==> src/fsbu_pkg.sv <==
// constants and carrier types shared by the flash security block
// assumes a 32-bit AXI4-Lite register bus and a 16-bit options store
package fsbu_pkg;
  localparam int ADDR_W = 12;
  // register byte offsets
  localparam logic [11:0] OFS_SEC = 12'h000;
  localparam logic [11:0] OFS_CFG = 12'h004;
  localparam logic [11:0] OFS_PROT = 12'h008;
  localparam logic [11:0] OFS_STAT = 12'h00C;
  localparam logic [11:0] OFS_CMD = 12'h010;
  localparam logic [6:0] OFS_WIN_HI = 7'h08; // window 0x100..0x110
  // options store layout: four key words, then the security word
  localparam int OPT_DEPTH = 8;
  localparam logic [2:0] KEY_LAST_IDX = 3'h3;
  localparam logic [2:0] SEC_IDX = 3'h4;
  localparam logic [2:0] KEY_COUNT = 3'h4;
  localparam logic [16*OPT_DEPTH-1:0] OPT_INIT =
    128'hFFFF_FFFF_FFFF_FF80_DEF0_9ABC_5678_1234;
  // security byte fields
  localparam int SEC_LSB = 0;
  localparam int KEY_EN_LSB = 6;
  localparam logic [1:0] SEC_UNSECURE = 2'h2;
  localparam logic [1:0] KEY_EN_OPEN = 2'h2;
  localparam logic [7:0] SEC_RST = 8'h00;
  // configuration register bits
  localparam int CFG_BE_IE = 7;
  localparam int CFG_CD_IE = 6;
  localparam int CFG_KEY_ACCESS = 5;
  localparam int CFG_BANK_LSB = 0;
  // status register bits
  localparam int ST_BE = 7;
  localparam int ST_CD = 6;
  localparam int ST_ACCERR = 4;
  // protection register
  localparam logic [7:0] PROT_RST = 8'hFF;
  localparam int PROT_TOP_OPEN = 7; // set means top sector unprotected
  // command codes
  localparam logic [7:0] CMD_VERIFY = 8'h05;
  localparam logic [7:0] CMD_PROG = 8'h20;
  localparam logic [7:0] CMD_SECT = 8'h40;
  localparam logic [7:0] CMD_MASS = 8'h41;
  localparam logic [15:0] CMD_BUSY_CYCLES = 16'h0010;
  localparam logic [31:0] RD_INVALID = 32'h0000_DEAD;
  localparam logic [15:0] KEY_ZERO = 16'h0000;
  localparam logic [15:0] KEY_ONES = 16'hFFFF;
  localparam logic [1:0] RESP_OKAY = 2'h0;
  localparam logic [1:0] RESP_SLVERR = 2'h2;

  typedef struct packed {
    logic be_ie;
    logic cd_ie;
    logic key_acc;
    logic [1:0] bank;
  } fsbu_cfg_s;

  typedef struct packed {
    logic en;
    logic [2:0] idx;
    logic [15:0] data;
  } fsbu_mwr_s;

  typedef enum logic [3:0] {
    UL_IDLE = 4'h1,
    UL_ARMED = 4'h2,
    UL_CHECK = 4'h4,
    UL_LOCK = 4'h8
  } fsbu_ul_e;

  typedef enum logic [1:0] {
    CM_IDLE = 2'h1,
    CM_BUSY = 2'h2
  } fsbu_cm_e;
endpackage : fsbu_pkg

==> src/fsbu_opt_mem.sv <==
// options field store: backdoor key words and the security word
// assumes power-on reset alone loads it; chip reset leaves it intact
`timescale 1ns/1ns
module fsbu_opt_mem #(
  parameter int DEPTH = fsbu_pkg::OPT_DEPTH,
  parameter int WIDTH = 16,
  parameter logic [16*fsbu_pkg::OPT_DEPTH-1:0] INIT = fsbu_pkg::OPT_INIT
) (
  input wire logic clk,
  input wire logic por,
  input wire fsbu_pkg::fsbu_mwr_s wr,
  input wire logic erase,
  input wire logic [2:0] a_addr,
  output logic [WIDTH-1:0] a_data,
  input wire logic [2:0] b_addr,
  output logic [WIDTH-1:0] b_data
);
  logic [WIDTH-1:0] mem_q [DEPTH];
  logic [WIDTH-1:0] mem_d [DEPTH];

  // erase drives every word to ones, as a blank array reads
  always_comb begin
    for (int i = 0; i < DEPTH; i++) begin
      mem_d[i] = mem_q[i];
      if (erase) begin
        mem_d[i] = {WIDTH{1'b1}};
      end else if (wr.en && wr.idx == i[2:0]) begin
        mem_d[i] = wr.data;
      end
    end
  end

  // only power-on loads the store with its image, so keys survive a chip reset
  always_ff @(posedge clk or posedge por) begin
    if (por) begin
      for (int i = 0; i < DEPTH; i++) begin
        mem_q[i] <= INIT[i*16 +: 16];
      end
      a_data <= '0;
      b_data <= '0;
    end else begin
      mem_q <= mem_d;
      a_data <= mem_q[a_addr];
      b_data <= mem_q[b_addr];
    end
  end
endmodule : fsbu_opt_mem

==> src/fsbu_top.sv <==
// flash security, backdoor unlock, command gate and interrupt request
// assumes an AXI4-Lite master on REF_CLK and debug pins from elsewhere
`timescale 1ns/1ns
module fsbu_top #(
  parameter logic [15:0] CMD_CYCLES = fsbu_pkg::CMD_BUSY_CYCLES,
  parameter logic [1:0] BANK_ID = 2'h0
) (
  input wire logic REF_CLK,
  input wire logic RST,
  input wire logic POR,
  input wire logic [11:0] S_AXI_AWADDR,
  input wire logic S_AXI_AWVALID,
  output logic S_AXI_AWREADY,
  input wire logic [31:0] S_AXI_WDATA,
  input wire logic [3:0] S_AXI_WSTRB,
  input wire logic S_AXI_WVALID,
  output logic S_AXI_WREADY,
  output logic [1:0] S_AXI_BRESP,
  output logic S_AXI_BVALID,
  input wire logic S_AXI_BREADY,
  input wire logic [11:0] S_AXI_ARADDR,
  input wire logic S_AXI_ARVALID,
  output logic S_AXI_ARREADY,
  output logic [31:0] S_AXI_RDATA,
  output logic [1:0] S_AXI_RRESP,
  output logic S_AXI_RVALID,
  input wire logic S_AXI_RREADY,
  input wire logic DEBUG_HALTED,
  input wire logic SPECIAL_SINGLE_CHIP,
  output logic SECURED,
  output logic FLASH_IRQ
);
  ////////////////////////////////////////////////////////////////////////////
  // pin synchronisers: first stage feeds only the second
  logic [1:0] pin_m_q, pin_q;
  logic dbg, ssc;
  always_ff @(posedge REF_CLK or posedge RST) begin
    if (RST) begin
      pin_m_q <= 2'h0;
      pin_q <= 2'h0;
    end else begin
      pin_m_q <= {SPECIAL_SINGLE_CHIP, DEBUG_HALTED};
      pin_q <= pin_m_q;
    end
  end
  assign dbg = pin_q[0];
  assign ssc = pin_q[1];

  ////////////////////////////////////////////////////////////////////////////
  // state declarations
  fsbu_pkg::fsbu_ul_e ul_q, ul_d;
  fsbu_pkg::fsbu_cm_e cm_q, cm_d;
  fsbu_pkg::fsbu_cfg_s cfg_q, cfg_d;
  fsbu_pkg::fsbu_mwr_s mwr;
  logic [7:0] sec_q, sec_d, prot_q, prot_d, cmd_q, cmd_d;
  logic [1:0] boot_q, boot_d;
  logic prot_once_q, prot_once_d, be_q, be_d, cd_q, cd_d, err_q, err_d;
  logic buf_q, buf_d, cmdv_q, cmdv_d, match_q, match_d, irq_q, irq_d;
  logic [2:0] cnt_q, cnt_d, bidx_q, bidx_d, widx_q, widx_d, raddr_q;
  logic [15:0] bdat_q, bdat_d, key_q, key_d, busy_q, busy_d;
  logic bvalid_q, bvalid_d, rd_pend_q, rvalid_q, rvalid_d;
  logic [1:0] bresp_q, bresp_d, rresp_q, rresp_d;
  logic [31:0] rdata_q, rdata_d;
  logic [11:0] raw_q;
  logic [15:0] mem_a, mem_b;
  logic erase, secured, refuse;

  ////////////////////////////////////////////////////////////////////////////
  // write decode: address and data are taken together in one beat
  logic wr_fire, ar_fire, w_sec, w_cfg, w_prot, w_stat, w_cmd, w_win, w_map;
  logic [2:0] w_idx;
  logic [15:0] w_key;
  assign wr_fire = S_AXI_AWVALID & S_AXI_WVALID & ~bvalid_q & (ul_q != fsbu_pkg::UL_CHECK);
  assign S_AXI_AWREADY = wr_fire;
  assign S_AXI_WREADY = wr_fire;
  assign w_idx = S_AXI_AWADDR[4:2];
  assign w_key = S_AXI_WDATA[15:0];
  assign w_sec = S_AXI_AWADDR == fsbu_pkg::OFS_SEC;
  assign w_cfg = wr_fire & S_AXI_WSTRB[0] & (S_AXI_AWADDR == fsbu_pkg::OFS_CFG);
  assign w_prot = wr_fire & S_AXI_WSTRB[0] & (S_AXI_AWADDR == fsbu_pkg::OFS_PROT);
  assign w_stat = wr_fire & S_AXI_WSTRB[0] & (S_AXI_AWADDR == fsbu_pkg::OFS_STAT);
  assign w_cmd = wr_fire & S_AXI_WSTRB[0] & (S_AXI_AWADDR == fsbu_pkg::OFS_CMD);
  assign w_map = w_sec | (S_AXI_AWADDR == fsbu_pkg::OFS_CFG) | (S_AXI_AWADDR == fsbu_pkg::OFS_PROT)
    | (S_AXI_AWADDR == fsbu_pkg::OFS_STAT) | (S_AXI_AWADDR == fsbu_pkg::OFS_CMD)
    | (S_AXI_AWADDR[11:5] == fsbu_pkg::OFS_WIN_HI && w_idx <= fsbu_pkg::SEC_IDX
       && S_AXI_AWADDR[1:0] == 2'h0);
  assign w_win = wr_fire & (&S_AXI_WSTRB[1:0]) & (S_AXI_AWADDR[11:5] == fsbu_pkg::OFS_WIN_HI)
    & (w_idx <= fsbu_pkg::SEC_IDX) & (S_AXI_AWADDR[1:0] == 2'h0);

  assign secured = sec_q[fsbu_pkg::SEC_LSB +: 2] != fsbu_pkg::SEC_UNSECURE;
  assign refuse = dbg & ssc; // backdoor through debug in single-chip mode

  ////////////////////////////////////////////////////////////////////////////
  // configuration, protection and boot-time security load
  always_comb begin
    cfg_d = cfg_q;
    prot_d = prot_q;
    prot_once_d = prot_once_q;
    boot_d = {boot_q[0], 1'b0};
    sec_d = sec_q;
    if (w_cfg) begin
      cfg_d.be_ie = S_AXI_WDATA[fsbu_pkg::CFG_BE_IE];
      cfg_d.cd_ie = S_AXI_WDATA[fsbu_pkg::CFG_CD_IE];
      cfg_d.key_acc = S_AXI_WDATA[fsbu_pkg::CFG_KEY_ACCESS];
      cfg_d.bank = S_AXI_WDATA[fsbu_pkg::CFG_BANK_LSB +: 2];
    end
    // outside debug the protection register takes one write per reset
    if (w_prot && (dbg || !prot_once_q)) begin
      prot_d = S_AXI_WDATA[7:0];
      prot_once_d = 1'b1;
    end
    if (boot_q[1]) begin
      sec_d = mem_a[7:0];
    end
    // success forces only the live image; the stored byte is untouched
    if (ul_q == fsbu_pkg::UL_ARMED && !cfg_q.key_acc && cnt_q == fsbu_pkg::KEY_COUNT
        && match_q) begin
      sec_d[fsbu_pkg::SEC_LSB +: 2] = fsbu_pkg::SEC_UNSECURE;
    end
  end

  ////////////////////////////////////////////////////////////////////////////
  // backdoor unlock sequencer
  always_comb begin
    ul_d = ul_q;
    cnt_d = cnt_q;
    match_d = match_q;
    key_d = key_q;
    widx_d = widx_q;
    case (ul_q)
      fsbu_pkg::UL_IDLE: begin
        if (cfg_q.key_acc && !refuse && secured
            && sec_q[fsbu_pkg::KEY_EN_LSB +: 2] == fsbu_pkg::KEY_EN_OPEN) begin
          ul_d = fsbu_pkg::UL_ARMED;
          cnt_d = 3'h0;
          match_d = 1'b1;
        end
      end
      fsbu_pkg::UL_ARMED: begin
        if (w_win) begin
          if (w_idx != cnt_q || cnt_q == fsbu_pkg::KEY_COUNT
              || w_key == fsbu_pkg::KEY_ZERO || w_key == fsbu_pkg::KEY_ONES) begin
            ul_d = fsbu_pkg::UL_LOCK;
          end else begin
            ul_d = fsbu_pkg::UL_CHECK;
            key_d = w_key;
            widx_d = w_idx;
          end
        end else if (!cfg_q.key_acc) begin
          // judged only on the clear, so a mismatch is caught late but surely
          if (cnt_q == fsbu_pkg::KEY_COUNT && match_q) begin
            ul_d = fsbu_pkg::UL_IDLE;
          end else begin
            ul_d = fsbu_pkg::UL_LOCK;
          end
        end
      end
      fsbu_pkg::UL_CHECK: begin
        match_d = match_q & (mem_a == key_q);
        cnt_d = cnt_q + 3'h1;
        ul_d = fsbu_pkg::UL_ARMED;
      end
      fsbu_pkg::UL_LOCK: ul_d = fsbu_pkg::UL_LOCK;
      default: ul_d = fsbu_pkg::UL_LOCK;
    endcase
  end

  ////////////////////////////////////////////////////////////////////////////
  // command engine: one buffered word, one command, no pending queue
  logic launch, cmd_ok, key_win;
  assign key_win = ul_q == fsbu_pkg::UL_ARMED;
  assign launch = w_stat & S_AXI_WDATA[fsbu_pkg::ST_BE] & be_q & cmdv_q;
  always_comb begin
    cmd_ok = cmd_q == fsbu_pkg::CMD_MASS || cmd_q == fsbu_pkg::CMD_SECT
      || cmd_q == fsbu_pkg::CMD_VERIFY || (cmd_q == fsbu_pkg::CMD_PROG && buf_q);
    if (dbg && secured && ssc && cmd_q != fsbu_pkg::CMD_MASS) begin
      cmd_ok = 1'b0;
    end
    // options word programming needs unsecured chip and open top sector
    if (cmd_q == fsbu_pkg::CMD_PROG
        && (secured || !prot_q[fsbu_pkg::PROT_TOP_OPEN])) begin
      cmd_ok = 1'b0;
    end
    cm_d = cm_q;
    busy_d = busy_q;
    be_d = be_q;
    cd_d = cd_q;
    err_d = err_q;
    buf_d = buf_q;
    cmdv_d = cmdv_q;
    bidx_d = bidx_q;
    bdat_d = bdat_q;
    cmd_d = cmd_q;
    mwr = '0;
    erase = 1'b0;
    if (w_stat && S_AXI_WDATA[fsbu_pkg::ST_ACCERR]) begin
      err_d = 1'b0;
    end
    if (w_win && !key_win) begin
      if (!be_q || buf_q) begin
        err_d = 1'b1;
      end else begin
        buf_d = 1'b1;
        bidx_d = w_idx;
        bdat_d = w_key;
      end
    end
    if (w_cmd) begin
      cmd_d = S_AXI_WDATA[7:0];
      cmdv_d = 1'b1;
      err_d = err_d | cmdv_q;
    end
    if (w_stat && !S_AXI_WDATA[fsbu_pkg::ST_BE] && (buf_q || cmdv_q)) begin
      buf_d = 1'b0;
      cmdv_d = 1'b0;
      err_d = 1'b1;
    end
    case (cm_q)
      fsbu_pkg::CM_IDLE: begin
        if (launch) begin
          buf_d = 1'b0;
          cmdv_d = 1'b0;
          if (cmd_ok && !err_q) begin
            cm_d = fsbu_pkg::CM_BUSY;
            busy_d = CMD_CYCLES;
            be_d = 1'b0;
            cd_d = 1'b0;
          end else begin
            err_d = 1'b1;
          end
        end
      end
      fsbu_pkg::CM_BUSY: begin
        busy_d = busy_q - 16'h0001;
        if (busy_q == 16'h0001) begin
          cm_d = fsbu_pkg::CM_IDLE;
          be_d = 1'b1;
          cd_d = 1'b1;
          mwr.en = cmd_q == fsbu_pkg::CMD_PROG;
          mwr.idx = bidx_q;
          mwr.data = bdat_q;
          erase = cmd_q == fsbu_pkg::CMD_MASS || cmd_q == fsbu_pkg::CMD_SECT;
        end
      end
      default: cm_d = fsbu_pkg::CM_IDLE;
    endcase
    // irq is a level; bank qualification stops idle unselected banks firing
    irq_d = (cfg_q.bank == BANK_ID)
      & ((be_q & cfg_q.be_ie) | (cd_q & cfg_q.cd_ie));
  end

  ////////////////////////////////////////////////////////////////////////////
  // bus answers: write in one cycle, read in two for the registered store
  logic rsel_win;
  assign ar_fire = S_AXI_ARVALID & ~rd_pend_q & ~rvalid_q;
  assign S_AXI_ARREADY = ar_fire;
  assign rsel_win = raw_q[11:5] == fsbu_pkg::OFS_WIN_HI && raddr_q <= fsbu_pkg::SEC_IDX
    && raw_q[1:0] == 2'h0;
  always_comb begin
    bvalid_d = bvalid_q & ~S_AXI_BREADY;
    bresp_d = bresp_q;
    if (wr_fire) begin
      bvalid_d = 1'b1;
      bresp_d = w_map ? fsbu_pkg::RESP_OKAY : fsbu_pkg::RESP_SLVERR;
    end
    rvalid_d = rvalid_q & ~S_AXI_RREADY;
    rdata_d = rdata_q;
    rresp_d = rresp_q;
    if (rd_pend_q) begin
      rvalid_d = 1'b1;
      rresp_d = fsbu_pkg::RESP_OKAY;
      rdata_d = 32'h0000_0000;
      case (raw_q)
        fsbu_pkg::OFS_SEC: rdata_d = {23'h0, secured, sec_q};
        fsbu_pkg::OFS_CFG: rdata_d = {24'h0, cfg_q.be_ie, cfg_q.cd_ie, cfg_q.key_acc,
                                      3'h0, cfg_q.bank};
        fsbu_pkg::OFS_PROT: rdata_d = {24'h0, prot_q};
        fsbu_pkg::OFS_STAT: rdata_d = {24'h0, be_q, cd_q, 1'b0, err_q, 4'h0};
        fsbu_pkg::OFS_CMD: rdata_d = {24'h0, cmd_q};
        default: begin
          if (rsel_win) begin
            rdata_d = cfg_q.key_acc ? fsbu_pkg::RD_INVALID : {16'h0, mem_b};
          end else begin
            rresp_d = fsbu_pkg::RESP_SLVERR;
          end
        end
      endcase
    end
  end

  ////////////////////////////////////////////////////////////////////////////
  // registers; reset also kills any running command
  always_ff @(posedge REF_CLK or posedge RST) begin
    if (RST) begin
      ul_q <= fsbu_pkg::UL_IDLE;
      cm_q <= fsbu_pkg::CM_IDLE;
      cfg_q <= '0;
      sec_q <= fsbu_pkg::SEC_RST;
      prot_q <= fsbu_pkg::PROT_RST;
      boot_q <= 2'h1;
      {prot_once_q, err_q, buf_q, cmdv_q, match_q, irq_q} <= 6'h00;
      {be_q, cd_q} <= 2'h3;
      {cnt_q, bidx_q, widx_q, raddr_q} <= 12'h000;
      {bdat_q, key_q, busy_q} <= 48'h0;
      cmd_q <= 8'h00;
      raw_q <= 12'h000;
      {bvalid_q, rd_pend_q, rvalid_q} <= 3'h0;
      {bresp_q, rresp_q} <= 4'h0;
      rdata_q <= 32'h0000_0000;
    end else begin
      ul_q <= ul_d;
      cm_q <= cm_d;
      cfg_q <= cfg_d;
      sec_q <= sec_d;
      prot_q <= prot_d;
      boot_q <= boot_d;
      {prot_once_q, err_q, buf_q, cmdv_q, match_q, irq_q} <=
        {prot_once_d, err_d, buf_d, cmdv_d, match_d, irq_d};
      {be_q, cd_q} <= {be_d, cd_d};
      {cnt_q, bidx_q, widx_q} <= {cnt_d, bidx_d, widx_d};
      {bdat_q, key_q, busy_q} <= {bdat_d, key_d, busy_d};
      cmd_q <= cmd_d;
      if (ar_fire) begin
        raw_q <= S_AXI_ARADDR;
        raddr_q <= S_AXI_ARADDR[4:2];
      end
      {bvalid_q, rd_pend_q, rvalid_q} <= {bvalid_d, ar_fire, rvalid_d};
      {bresp_q, rresp_q} <= {bresp_d, rresp_d};
      rdata_q <= rdata_d;
    end
  end

  fsbu_opt_mem u_mem (
    .clk(REF_CLK),
    .por(POR),
    .wr(mwr),
    .erase(erase),
    .a_addr(boot_q[0] ? fsbu_pkg::SEC_IDX : w_idx),
    .a_data(mem_a),
    .b_addr(S_AXI_ARADDR[4:2]),
    .b_data(mem_b)
  );

  assign S_AXI_BVALID = bvalid_q;
  assign S_AXI_BRESP = bresp_q;
  assign S_AXI_RVALID = rvalid_q;
  assign S_AXI_RDATA = rdata_q;
  assign S_AXI_RRESP = rresp_q;
  assign SECURED = secured;
  assign FLASH_IRQ = irq_q;
endmodule : fsbu_top

==> config.mk <==
export PLATFORM = sky130hd
export DESIGN_NAME = fsbu_top
export DESIGN_NICKNAME = d
export VERILOG_FILES = /design/src/fsbu_pkg.sv /design/src/fsbu_opt_mem.sv /design/src/fsbu_top.sv
export SDC_FILE = /design/constraint.sdc
export NUM_CORES = 1
export LEC_CHECK = 0
export ABC_AREA = 0
export BUFFER_PORTS_ARGS = -buffer_cell sky130_fd_sc_hd__buf_4
export CAP_MARGIN = 20
export CORE_ASPECT_RATIO = 1.5
export CORE_UTILIZATION = 45
export DETAILED_ROUTE_END_ITERATION = 10
export PLACE_DENSITY_LB_ADDON = 0.1
export SETUP_SLACK_MARGIN = 0.4
export SKIP_LAST_GASP = 1
export SYNTH_ARGS = -nofsm -noshare
export SYNTH_HDL_FRONTEND = slang
export SYNTH_HIERARCHICAL = 1
export SYNTH_SLANG_ARGS = --single-unit
==> constraint.sdc <==
create_clock -name REF_CLK -period 5.4 [get_ports REF_CLK]
set_input_delay 0.54 -clock REF_CLK [delete_from_list [all_inputs] [get_ports REF_CLK]]
set_output_delay 0.54 -clock REF_CLK [all_outputs]
set_load 0.005 [all_outputs]
==> reports/summary.txt <==
Max_slew headroom: 34.9%
Share of cells above drive strength 1: 36.3%
Mapped cell area: 0.0153 mm²
Remaining antenna violation count after routing: 0
Post-synthesis async set-or-reset flop share: 100%
Post-synth top area cell: dfrtp_1
Worst Path Max Fanout: 15
Area grow syn2layout: 10.4%
Clk buf depth: 3
YS warnings: 6
Setup Crit Path Kind: reg -> reg
Seq/Total Area, Yosys: 49.2%
Most frequent cells in the layout: dfrtp_1 (194), a211o_1 (128), dfstp_2 (101)
Initial Util: 45.7%
TritonCTS clock tree: yes
Nets: 1284
Lkg Pwr: 8.24 nW
Die W: 152 µm
First-pass GRT wire length: 62.1 mm
Max-slew violation count: 0
RSZ-0062 raised after global routing: false
Cells after synthesis: 1184
Area contributors post-synth: dfrtp_1 (32%), dfstp_2 (17%), mux4_2 (9.7%)
Critical Path Start Type: flop
PortBufs: 76
Max VDD drop: 0.155 mV
Required time worst endpoint: 5910 ps
Data arrival time of the critical path: 4750 ps
Pre-Repair DR Iteration Count: 8
Crit share post-route: 78.5%
Mean Syn Cell Area: 12.9 µm²
Power, Total: 0.00474 W
Final wirelength: 40.1 mm
Routed WL per cell: 24.3 µm
Failing checks: DRC
Worst-path clk slew: 60 ps
Vias in the first global route: 9901
CTS Root Cell: clkbuf_16
Skew-Pair Late Insertion Delay: 570 ps
Post-layout min period: 4240 ps
Fmax: 236 MHz
Layout Skew: 12.9 ps
Setup violations, final: 0
Core area: 0.0333 mm²
Top_reg_cell synth: dfrtp_1
Hold Path Class: in -> reg
Post-synthesis register bit count: 295
Commonest non-fill, non-tap cell in the layout: dfrtp_1
# diodes: 0
Clock sinks: 295
Post-Route Setup TNS: 0 ps
Vias: 9712
CTS buffer count: 31
DR vias/cell: 5.87
Gr usage total: 23.8%
Hold depth: 1
Row count: 82
Die H: 227 µm
Status: complete, but fails checks
Final GP Congestion: 0.909
Critical path capture point type: flop
Post-synth top area share: 31.8%
Final hold vios: 0
Post-synth EDFFs: 0
Slew @ Worst Pin: 977 ps
H-tree Lvls: 1
Pwr dens: 282 mW/mm²
Largest net degree at the start of global routing: 102
Reg2reg setup slack: 1160 ps
Initial antenna violation count: 0
DRC: 12
Max Cap Viol: 0
Post-synth cell types: 77
Detailed Place HPWL: 25.9 mm
Die Area: 0.0346 mm²
Overflow after GRT: 0
Number of top-level design ports: 113
Worst Reg-to-Reg Cells: 8
Initial drt markers: 586
[kinds of logic after synthesis]
| logic type | Yosys count | share of synthesized area [%] |
|---|---|---|
| adder cells (fa/ha/maj) | 4 | 0.328 |
| other | 1 | 0.0246 |
| flip-flops | 295 | 49.2 |
| XOR/XNOR | 31 | 1.78 |
| AO/OA/AOI/OAI | 208 | 10.7 |
| buffers and inverters | 140 | 5.12 |
| AND/OR/NAND/NOR | 325 | 14.2 |
| multiplexers | 180 | 18.6 |
[stage by stage]
step                std cells  utilization, %  hold slack (ps)  setup slack (ps)  cell area, µm²
global route             1654            50.5             66.6               998           16800
floorplan                1202               -              331               687           15300
CTS                      1653            50.5             56.7              1130           16800
finish                   1654            50.5             79.5              1160           16800
global placement         1595            47.6              333              1150           15900
detailed placement       1595            47.6              335              1160           15900
[per-layer routing]
layer | vias up | wire (µm) | track usage, %
met5 | - | 0 | 0
met4 | 0 | 1100 | 8.26
met3 | 55 | 1310 | 2.04
met2 | 205 | 21200 | 43.7
met1 | 5097 | 16500 | 29.4
li1 | 4355 | - | -
[flip-flops by register name, summed over array words and instances (netlist names), 2 cells and up]
| signal | flops |
|---|---|
| cm_q | 2 |
| pin_m_q | 2 |
| prot_q | 8 |
| pin_q | 2 |
| boot_q | 2 |
| bdat_q | 16 |
| busy_q | 16 |
| u_mem/b_data | 16 |
| ul_q | 4 |
| raw_q | 10 |
| u_mem/a_data | 16 |
| sec_q | 8 |
| bidx_q | 3 |
| cnt_q | 3 |
| u_mem/mem_q | 128 |
| raddr_q | 2 |
| cmd_q | 8 |
| S_AXI_RDATA | 16 |
| key_q | 16 |
| cfg_q | 5 |
[layout make-up]
cell class | count | area [µm²]
clock buffers | 53 | 938
clock inverters | 4 | 23.8
fillers | 2952 | 16500
inverters | 21 | 88.8
multi-input cells | 767 | 7040
flip-flops and latches | 295 | 7510
well taps | 420 | 526
repair buffers | 94 | 718
[path summary, 6_finish.rpt]
| check | startpoint | endpoint |
|---|---|---|
| worst min register to register | pin_m_q[1] | pin_q[1] |
| max in group asynchronous | POR | u_mem/a_data[13] |
| min in group asynchronous | RST | busy_q[9] |
| worst max-delay path | busy_q[9] | u_mem/mem_q[17] |
| worst max register to register | busy_q[9] | u_mem/mem_q[17] |
| worst min-delay path | SPECIAL_SINGLE_CHIP | pin_m_q[1] |
[worst max-delay path, cell delays in order (launching register included)]
cell,delay (ps)
dfrtp_1,410
or4_1,620
nor4_1,430
and4_1,680
and3_1,620
nand2_2,170
nor3b_2,750
buf_4,330
a211o_1,150
[Yosys cell counts, types with 5 or more instances]
library cell and number:
dfstp_2 101, buf_4 29, nand4_1 11, a31oi_1 7
a22oi_1 6, nor3_1 8, buf_1 17, mux4_2 66
xor2_1 7, nor2_1 41, a211o_1 128, buf_2 23
nor2b_1 70, and2_0 25, nand3_1 9, or3_1 7
nor4_1 13, a21oi_1 12, clkbuf_1 34, xnor2_1 24
and2_1 62, mux2_2 90, nor4b_1 5, dfrtp_1 194
o211ai_1 6, o21ai_0 28, buf_6 14, inv_1 21
nand2_1 18, mux2_4 20
[power by group]
group          leakage [nW]  internal [W]  switching, W
Sequential             3.59       0.00227     0.0000676
Clock                 0.472       0.00117      0.000881
Combinational          4.18      0.000158      0.000195
Total                  8.24       0.00360       0.00114
[repair_timing]
item,4_1_cts,5_1_grt
hold buffers,1,0
hold endpoints to repair,9,0
setup buffers,0,0
resized for setup,0,0
Note: power is estimated with default switching activity, not from simulation.
